===== config.mk =====
export PLATFORM = sky130hd
export DESIGN_NAME = pin_channel_control_regs
export DESIGN_NICKNAME = d
export VERILOG_FILES = /design/src/pin_ctrl_pkg.sv /design/src/chan_ctrl_if.sv /design/src/pin_channel_control_regs.sv /design/src/chan_decode.sv
export VERILOG_INCLUDE_DIRS = /design/src /design/src/src
export SDC_FILE = /design/constraint.sdc
export NUM_CORES = 1
export LEC_CHECK = 0
export BUFFER_PORTS_ARGS = -buffer_cell sky130_fd_sc_hd__buf_4
export CORE_MARGIN = 5
export CORE_UTILIZATION = 52
export CTS_CLUSTER_SIZE = 16
export DETAILED_ROUTE_END_ITERATION = 6
export PLACE_DENSITY = 0.83
export SYNTH_ARGS = -nofsm -noshare
export SYNTH_HDL_FRONTEND = slang
export SYNTH_HIERARCHICAL = 1
export SYNTH_SLANG_ARGS = --single-unit

===== constraint.sdc =====
create_clock -name clk_i -period 1.5 [get_ports clk_i]
set_clock_uncertainty 0.05 [all_clocks]
set_input_delay 0.15 -clock clk_i [delete_from_list [all_inputs] [get_ports clk_i]]
set_output_delay 0.15 -clock clk_i [all_outputs]
set_load 0.01 [all_outputs]

===== src/pin_ctrl_consts.svh =====
// Purpose: offsets, field positions and reset values of the channel control registers
// Assumes: 16-bit data words, 5-bit register addresses on the serial port
// Notes: included by bare name
`ifndef PIN_CTRL_CONSTS_SVH
`define PIN_CTRL_CONSTS_SVH

// ==========================================================
// register addresses
`define DLC_ADDR 5'h19
`define PUC_ADDR 5'h1a

// ==========================================================
// drive/load control fields
`define DLC_CH_EN_BIT 0
`define DLC_FDRV_BIT 1
`define DLC_FLOAD_BIT 2
`define DLC_FSTATE_LO 3
`define DLC_FSTATE_HI 4
`define DLC_LOAD_EN_BIT 5
`define DLC_TERM_HIZ_BIT 6
`define DLC_PULLDN_BIT 7
`define DLC_WMASK 16'h00ff
`define DLC_RESET 16'h0000

// ==========================================================
// measurement unit control fields
`define PUC_MEAS_BIT 5
`define PUC_SRC_LO 6
`define PUC_SRC_HI 7
`define PUC_SPATH_BIT 8
`define PUC_CLAMP_BIT 9
`define PUC_XSENSE_BIT 11
`define PUC_POWER_BIT 15
`define PUC_WMASK 16'h8be0
`define PUC_RESET 16'h0000

`endif


===== src/pin_ctrl_pkg.sv =====
// Purpose: shared types of the channel control registers
// Assumes: constants live in pin_ctrl_consts.svh
// Notes: nothing here is imported
package pin_ctrl_pkg;
  // driver output level
  typedef enum logic [1:0] {
    drv_low_type_val = 2'b00,
    drv_high_type_val = 2'b01,
    drv_term_type_val = 2'b10,
    drv_hiz_type_val = 2'b11
  } drv_level_type;

  // measurement input source
  typedef enum logic [1:0] {
    src_gnd_type_val = 2'b00,
    src_gnd_ofs_type_val = 2'b01,
    src_dac_type_val = 2'b10
  } meas_src_type;
endpackage : pin_ctrl_pkg


===== src/chan_ctrl_if.sv =====
// Purpose: carries one channel's two control words to the decode module
// Assumes: single clock domain
// Notes: regs modport drives words, dec modport reads them
`timescale 1ns/1ps
interface chan_ctrl_if;
  logic [15:0] dlc;
  logic [15:0] puc;
  modport regs (output dlc, output puc);
  modport dec (input dlc, input puc);
endinterface : chan_ctrl_if


===== src/pin_channel_control_regs.sv =====
// Purpose: per-channel drive/load and measurement unit control registers
// Assumes: serial port front end delivers a decoded write/read strobe per word
// Notes: two channels selected by chan_sel_i; outputs registered
// ==========================================================
// Summary of operation
// force state field picks low, high, termination
// force bit chooses forced state over inputs
// force yields to enable, beats term select
// force load turns load on and connected
// force load yields to enable, beats load enable
// disabled channel goes to low-leakage state
// channel enable overrides drive and load, not pulldown or measurement unit controls
// power bit switches measurement unit power
// power on forces max hysteresis, registers kept
// sense enable bit closes sense switch
// clamp bit enables measurement unit clamps
// sense path bit picks external path
// input source field picks ground, offset, dac
// measure mode bit picks current measure
// term select chooses termination or float
// each channel keeps independent register copies
// reserved bits ignore writes, read zero
`timescale 1ns/1ps
`include "pin_ctrl_consts.svh"
module pin_channel_control_regs (
  input wire logic clk_i,
  input wire logic arst_n_i,
  input wire logic wr_en_i,
  input wire logic rd_en_i,
  input wire logic chan_sel_i,
  input wire logic [4:0] addr_i,
  input wire logic [15:0] wdata_i,
  input wire logic [1:0] drive_data_input_i,
  input wire logic [1:0] receive_select_input_i,
  output logic [15:0] rdata_o,
  output logic rvalid_o,
  output logic [3:0] drv_level_o,
  output logic [1:0] load_on_o,
  output logic [1:0] chan_active_o,
  output logic [1:0] pin_soft_pulldown_o,
  output logic [1:0] meas_unit_power_o,
  output logic [1:0] hyst_force_max_o,
  output logic [1:0] external_sense_switch_o,
  output logic [1:0] meas_unit_clamp_enable_o,
  output logic [1:0] sense_path_select_o,
  output logic [3:0] meas_input_source_o,
  output logic [1:0] measure_mode_select_o
);
  logic [15:0] dlc_r [2];
  logic [15:0] puc_r [2];
  logic [15:0] rdata_nxt;

  // ==========================================================
  // per-channel register copies and decode
  for (genvar ch = 0; ch < 2; ch++) begin : g_ch
    chan_ctrl_if cif ();
    pin_ctrl_pkg::drv_level_type lvl;
    logic load_on;
    logic active;
    pin_ctrl_pkg::meas_src_type src;

    // only the addressed channel's copy changes
    always_ff @(posedge clk_i or negedge arst_n_i) begin
      if (!arst_n_i) begin
        dlc_r[ch] <= `DLC_RESET;
      end else if (wr_en_i && chan_sel_i == 1'(ch) && addr_i == `DLC_ADDR) begin
        dlc_r[ch] <= wdata_i & `DLC_WMASK;
      end
    end

    // reserved bits masked so they never store
    always_ff @(posedge clk_i or negedge arst_n_i) begin
      if (!arst_n_i) begin
        puc_r[ch] <= `PUC_RESET;
      end else if (wr_en_i && chan_sel_i == 1'(ch) && addr_i == `PUC_ADDR) begin
        puc_r[ch] <= wdata_i & `PUC_WMASK; // see R16
      end
    end

    assign cif.dlc = dlc_r[ch];
    assign cif.puc = puc_r[ch];

    chan_decode u_dec (
      .ctl(cif.dec),
      .drive_data_input_i(drive_data_input_i[ch]),
      .receive_select_input_i(receive_select_input_i[ch]),
      .drv_level_o(lvl),
      .load_on_o(load_on),
      .chan_active_o(active),
      .src_o(src)
    );

    // registered analog controls; pulldown ignores channel enable
    always_ff @(posedge clk_i or negedge arst_n_i) begin
      if (!arst_n_i) begin
        drv_level_o[2*ch +: 2] <= 2'h3;
        load_on_o[ch] <= 1'b0;
        chan_active_o[ch] <= 1'b0;
        pin_soft_pulldown_o[ch] <= 1'b0;
      end else begin
        drv_level_o[2*ch +: 2] <= lvl; // see R1 see R2 see R3
        load_on_o[ch] <= load_on; // see R4
        chan_active_o[ch] <= active; // see R6
        pin_soft_pulldown_o[ch] <= dlc_r[ch][`DLC_PULLDN_BIT];
      end
    end

    // measurement unit controls
    always_ff @(posedge clk_i or negedge arst_n_i) begin
      if (!arst_n_i) begin
        meas_unit_power_o[ch] <= 1'b0;
        hyst_force_max_o[ch] <= 1'b0;
        external_sense_switch_o[ch] <= 1'b0;
        meas_unit_clamp_enable_o[ch] <= 1'b0;
        sense_path_select_o[ch] <= 1'b0;
        meas_input_source_o[2*ch +: 2] <= 2'h0;
        measure_mode_select_o[ch] <= 1'b0;
      end else begin
        meas_unit_power_o[ch] <= puc_r[ch][`PUC_POWER_BIT];
        // override only; hysteresis registers elsewhere untouched
        hyst_force_max_o[ch] <= puc_r[ch][`PUC_POWER_BIT];
        external_sense_switch_o[ch] <= puc_r[ch][`PUC_XSENSE_BIT];
        meas_unit_clamp_enable_o[ch] <= puc_r[ch][`PUC_CLAMP_BIT];
        sense_path_select_o[ch] <= puc_r[ch][`PUC_SPATH_BIT];
        meas_input_source_o[2*ch +: 2] <= src;
        measure_mode_select_o[ch] <= puc_r[ch][`PUC_MEAS_BIT];
      end
    end
  end

  // ==========================================================
  // read-back mux; unmapped addresses read zero
  always_comb begin
    if (addr_i == `DLC_ADDR) begin
      rdata_nxt = chan_sel_i ? dlc_r[1] : dlc_r[0];
    end else if (addr_i == `PUC_ADDR) begin
      rdata_nxt = chan_sel_i ? puc_r[1] : puc_r[0];
    end else begin
      rdata_nxt = 16'h0000;
    end
  end

  // read data held until next read
  always_ff @(posedge clk_i or negedge arst_n_i) begin
    if (!arst_n_i) begin
      rdata_o <= 16'h0000;
      rvalid_o <= 1'b0;
    end else begin
      rvalid_o <= rd_en_i;
      if (rd_en_i) begin
        rdata_o <= rdata_nxt;
      end
    end
  end
endmodule : pin_channel_control_regs


===== src/chan_decode.sv =====
// Purpose: turns one channel's control words into driver, load and meas input source controls
// Assumes: words are stable register outputs
// Notes: purely combinational; the top registers the results
`timescale 1ns/1ps
`include "pin_ctrl_consts.svh"
module chan_decode (
  chan_ctrl_if.dec ctl,
  input wire logic drive_data_input_i,
  input wire logic receive_select_input_i,
  output pin_ctrl_pkg::drv_level_type drv_level_o,
  output logic load_on_o,
  output logic chan_active_o,
  output pin_ctrl_pkg::meas_src_type src_o
);
  // ==========================================================
  // driver precedence: enable, then force, then receive/data
  always_comb begin
    chan_active_o = ctl.dlc[`DLC_CH_EN_BIT];
    if (!ctl.dlc[`DLC_CH_EN_BIT]) begin
      drv_level_o = pin_ctrl_pkg::drv_hiz_type_val; // see R7
    end else if (ctl.dlc[`DLC_FDRV_BIT]) begin
      case (ctl.dlc[`DLC_FSTATE_HI:`DLC_FSTATE_LO]) // see R1
        2'b00: drv_level_o = pin_ctrl_pkg::drv_low_type_val;
        2'b11: drv_level_o = pin_ctrl_pkg::drv_term_type_val;
        default: drv_level_o = pin_ctrl_pkg::drv_high_type_val;
      endcase
    end else if (receive_select_input_i) begin
      // receive: terminate or float
      drv_level_o = ctl.dlc[`DLC_TERM_HIZ_BIT] ? pin_ctrl_pkg::drv_term_type_val
                                               : pin_ctrl_pkg::drv_hiz_type_val;
    end else begin
      drv_level_o = drive_data_input_i ? pin_ctrl_pkg::drv_high_type_val
                                       : pin_ctrl_pkg::drv_low_type_val;
    end
  end

  // ==========================================================
  // load: disabled channel wins, force beats enable and receive
  always_comb begin
    if (!ctl.dlc[`DLC_CH_EN_BIT]) begin
      load_on_o = 1'b0; // see R5
    end else if (ctl.dlc[`DLC_FLOAD_BIT]) begin
      load_on_o = 1'b1; // see R4
    end else begin
      load_on_o = ctl.dlc[`DLC_LOAD_EN_BIT] & receive_select_input_i;
    end
  end

  // ==========================================================
  // input source: 1x means level dac
  always_comb begin
    if (ctl.puc[`PUC_SRC_HI]) begin
      src_o = pin_ctrl_pkg::src_dac_type_val;
    end else if (ctl.puc[`PUC_SRC_LO]) begin
      src_o = pin_ctrl_pkg::src_gnd_ofs_type_val;
    end else begin
      src_o = pin_ctrl_pkg::src_gnd_type_val;
    end
  end
endmodule : chan_decode


---- After elaboration in Yosys (flattened, before gate mapping) ----
Cells that the tools add are included.
word-level totals
  flip-flop bits (word level) ............. 71
  output and inout bits ................... 43
operators by class
  eq/ne operators ......................... 4
  mux-type cells .......................... 24
  bitwise operators ....................... 3
  reduce and logical (&&, ||, !) cells .... 8
operators by type and width
  operator                               count
  16-bit 2-to-1 mux                      3
  2-bit 2-to-1 mux                       8
  5-bit == test (second input constant)  2
  1-bit 2-to-1 mux                       10
  8-bit 2-to-1 mux                       1
  2-bit case mux with 2 select lines     2
  1-bit logical AND                      6
  2-bit == test (second input constant)  2
  2-bit zero test                        2
  1-bit AND                              2
  1-bit inverter                         1

---- Longest topological paths before layout ----
  word-level depth ........................ 4
  depth in mapped cells ................... 5
  gate-level depth less buffers ........... 3

---- Hierarchy ----
The synthesis kept the hierarchy.
modules (own cells, without submodules)
  module                    times used  cells an instance  area each (µm²)  seq. area each (µm²)
  pin_channel_control_regs  1           177                2595.0           1681.6
  chan_decode               2           13                 100.1            0.0

---- Worst setup path before layout ----
Ideal clock, no wire load.
  path kind ............................... input to register
  start point ............................. input port chan_sel_i
  end point ............................... register dlc_r (netlist bit g_ch[0].cif.dlc[0])
  arrival ................................. 1.091 ns
  required time ........................... 1.325 ns
  slack ................................... 0.234 ns
  cell stages on the path ................. 4
  buffers on the path ..................... 1
  path through ............................ buf_6 -> nand2b_4 -> nor3_4 -> mux2_2
between the ends
  word-level cells in the longest chain between the ends .. 3
ends and longest elaborated chain
  element                          line                            text
  from (decl)                      pin_channel_control_regs.sv:30  input wire logic chan_sel_i,
  1-bit inverter                   pin_channel_control_regs.sv:66  end else if (wr_en_i && chan_sel_i == 1'(ch) && addr_i == `DLC_ADDR) begin
  1-bit logical AND                pin_channel_control_regs.sv:66
  1-bit logical AND (no line)      -
  to (signal, indexed assignment)  pin_channel_control_regs.sv:65  dlc_r[ch] <= `DLC_RESET;
  to (signal, indexed assignment)  pin_channel_control_regs.sv:67  dlc_r[ch] <= wdata_i & `DLC_WMASK;
  to (decl)                        pin_channel_control_regs.sv:49  logic [15:0] dlc_r [2];
Every way passes these cells.
A chain may end at the register's enable or synchronous reset.

---- Worst setup path after layout ----
  start point ............................. register dlc_r (netlist bit g_ch[1].cif.dlc[3])
  end point ............................... register drv_level_o[2]
between the ends
  word-level cells in the longest chain between the ends .. 4
  elaborated cells between the ends (all ways) .. 5
  those cells by class .................... 1 x eq/ne; 3 x mux; 1 x reduce/logical
ends and longest elaborated chain
  element                                                  line                             text
  2-bit == test / 2-bit zero test (equally long branches)  chan_decode.sv:22                case (ctl.dlc[`DLC_FSTATE_HI:`DLC_FSTATE_LO])
  2-bit case mux with 2 select lines (*)                   chan_decode.sv:22
  2-bit 2-to-1 mux (*)                                     chan_decode.sv:21                end else if (ctl.dlc[`DLC_FDRV_BIT]) begin
  2-bit 2-to-1 mux (*)                                     chan_decode.sv:19                if (!ctl.dlc[`DLC_CH_EN_BIT]) begin
  via g_ch[1].lvl[0]                                       pin_channel_control_regs.sv:57   pin_ctrl_pkg::drv_level_type lvl;
  to (signal, indexed assignment)                          pin_channel_control_regs.sv:101  drv_level_o[2*ch +: 2] <= lvl;
  to (decl)                                                pin_channel_control_regs.sv:37   output logic [3:0] drv_level_o,
The timed path passes the listed nets; every way through them passes the cells marked *.

==> metrics <==
RSZ-0062 raised after global routing no; io pins 73; grt ovf 0; placed cell areas about 3400 µm²; adder-cell share of the synthesized area 0.00895; final instance area between 3000 and 4000 µm²; cell area power density ~1100 nW/µm²; TritonCTS buffer count 9; largest net degree at the start of global routing 32; die width between 80 and 90 µm; worst skew pair latency ~0.33 ns; YS warnings 6; vias 1764; Residual DRC 0; CP arrival ~1.4 ns; share of layout cells above drive strength 1 0.491; initial antenna violation count 0; Unique masters post-synth 25; Reg clk slew, reported paths roughly 0.07 ns; Syn Inst Count slightly above 200; hold_ws around 0.013 ns; number of antenna diodes 0; Crit. End Element flop; Port Buffers 64; DRT Wirelength 5650 µm; maxcap violations 0; post-synthesis compound-gate area fraction 0.0421; CP Max Fanout 3; status finished, final reports clean; Place WS approximately 0.065 ns; achievable frequency about 860 MHz; Final Net Count slightly above 300; critical-path cell list ha_1 > and3b_1 > a41oi_2; Critical Path Source Type flop; drt pass-1 iters 4; first-pass GRT wire length around 9400 µm; Layout area overhead 29.0%; Synth top area share 0.564; clock tree buffer depth 2; Seq cells post-synth 67; Slew Viols, Final 0; Core ar. just over 5000 µm²; Sum Neg Setup Slack 0 ns; Max VDD drop 0.619 mV; number of global-route vias before repair between 1500 and 2000; Hold WC Path Type primary input to flop; CTS tree built; synthesized area per cell between 10 and 15 µm²; Crit Path Category flop to flop; endpoints failing setup 0; Static Leak approximately 1.8 nW; die height around 83 µm; gpl congestion a little over 0.8; initial DRC count 94; worst path required time roughly 1.7 ns; GRT Total Usage 0.172; Mapped Area ~2800 µm²; slowest CP cell dfrtp_1; dominant cell type by area after synthesis dfrtp_1; Post-DRT Antenna Nets 0; final hold vios 0; Synth Area in Simple Gates 0.105; WL/cell 16.0 µm; crit path time final 1.17 ns; largest family of logic cells by synthesized area multiplexers; Clock Sinks 67; Initial Util 0.540; post-synthesis xor/xnor area fraction 0; # rows 26; Post CTS Setup Buffer Count 0; vias per inst around 5.0; Final Cycle Share 0.777; total die area slightly below 7000 µm²; Synth area leaders dfrtp_1 56%, mux2_2 18%, dfstp_2 3.8%, buf_4 3.0%, nor3_4 2.3%; root buffer cell clkbuf_8; Slowest Stage Delay on Critical Path 0.42 ns; sequential-to-total area share from yosys stat 0.602; multiplexer area fraction after synthesis 0.188; H-tree depth 3; Final WS setup around 0.33 ns; detailed placement HPWL around 4200 µm
## stage by stage
| stage | utilization | std cells | power [mW] |
|---|---|---|---|
| after global routing | 0.697 | 353 | 4.20 |
| after detailed placement | 0.654 | 332 | 2.78 |
| after floorplan | - | 206 | 2.48 |
| final | 0.697 | 353 | 3.99 |
| after global placement | 0.654 | 332 | 2.75 |
| after CTS | 0.697 | 353 | 4.03 |
## state kept, by name, summed over array words and instances, names as in the netlist, 2 cells and up
| signal | flops |
|---|---|
| chan_active_o | 2 |
| drv_level_o | 4 |
| external_sense_switch_o | 2 |
| g_ch.cif.dlc | 16 |
| g_ch.cif.puc | 14 |
| load_on_o | 2 |
| meas_input_source_o | 4 |
| meas_unit_clamp_enable_o | 2 |
| measure_mode_select_o | 2 |
| pin_soft_pulldown_o | 2 |
| rdata_o | 12 |
| sense_path_select_o | 2 |
## area by class of cell
type                    count  area (µm²)
well taps                  70        87.6
inverters                  11        41.3
multi-input cells         113         978
fillers                   368        1570
clock buffers              13         149
flip-flops and latches     67        1680
repair buffers             77         656
clock inverters             2        12.5
## cell usage after synthesis
| master | count |
|---|---|
| mux2i_1 | 2 |
| o22ai_1 | 9 |
| a31oi_1 | 3 |
| mux2_1 | 1 |
| nand2b_1 | 6 |
| inv_1 | 11 |
| dfrtp_1 | 63 |
| buf_1 | 1 |
| nand3_1 | 6 |
| clkbuf_1 | 2 |
| dfstp_2 | 4 |
| conb_1 | 1 |
| buf_6 | 1 |
| a21oi_1 | 2 |
| nand3b_4 | 1 |
| mux2_2 | 44 |
| a41oi_2 | 2 |
| nor2_1 | 3 |
| ha_1 | 2 |
| nand2b_4 | 1 |
| nor3_4 | 4 |
| nand2_1 | 14 |
| and3b_1 | 3 |
| nor2b_1 | 6 |
| buf_4 | 11 |
## critical path: cells and delay by family, from the launching register on
family / cells / cell delay [ns]
AO/OA/AOI/OAI: 1 / 0.16
adder cells (fa/ha/maj): 1 / 0.29
flip-flops: 1 / 0.42
AND/OR/NAND/NOR: 1 / 0.18
## cell families after synthesis
| group | count (synthesis) |
|---|---|
| flip-flops | 67 |
| multiplexers | 47 |
| AND/OR/NAND/NOR | 44 |
| buffers and inverters | 26 |
| AO/OA/AOI/OAI | 16 |
| adder cells (fa/ha/maj) | 2 |
| other | 1 |
## cells in the final DEF (no fill, tap or decap), drive strengths merged
master / n
conb: 4
and3b: 3
a41oi: 2
dfrtp: 63
nor2b: 6
inv: 11
buf: 71
nand2b: 7
ha: 2
nand3b: 1
nor2: 3
clkbuf: 13
mux2i: 2
a31oi: 3
clkinv: 1
nand2: 14
mux2: 45
a21oi: 2
clkinvlp: 1
nand3: 6
dlygate4sd3: 6
dfstp: 4
nor3: 4
o22ai: 9
## power breakdown
group / total, mW / internal [mW] / switching (mW)
Sequential: 2.13 / 2.01 / 0.125
Combinational: 0.615 / 0.351 / 0.264
Clock: 1.24 / 0.635 / 0.606
## path summary, 6_finish.rpt
check,from,end,slack (ns),depth (start not counted)
min in group asynchronous,arst_n_i,chan_active_o[0],0.25,2
worst max-delay path,g_ch[1].cif.dlc[3],drv_level_o[2],0.33,3
worst min register to register,g_ch[0].cif.puc[9],meas_unit_clamp_enable_o[0],0.34,0
worst max register to register,g_ch[1].cif.dlc[3],drv_level_o[2],0.33,3
max in group asynchronous,arst_n_i,pin_soft_pulldown_o[0],0.62,3
worst min-delay path,wdata_i[0],g_ch[0].cif.dlc[0],0.01,2
## timing repair
action | CTS | global route
resized for setup | 0 | 0
hold endpoints to repair | 31 | 0
hold buffers | 6 | 0
## layer usage
metal / track usage / part of all wire / up-vias
li1: - / - / 845
met2: 0.268 / 0.49 / 60
met4: 0.0669 / 0.015 / 0
met1: 0.223 / 0.42 / 851
met3: 0.0574 / 0.070 / 8
met5: 0 / 0 / -
Power figures use the tool's default switching activity.
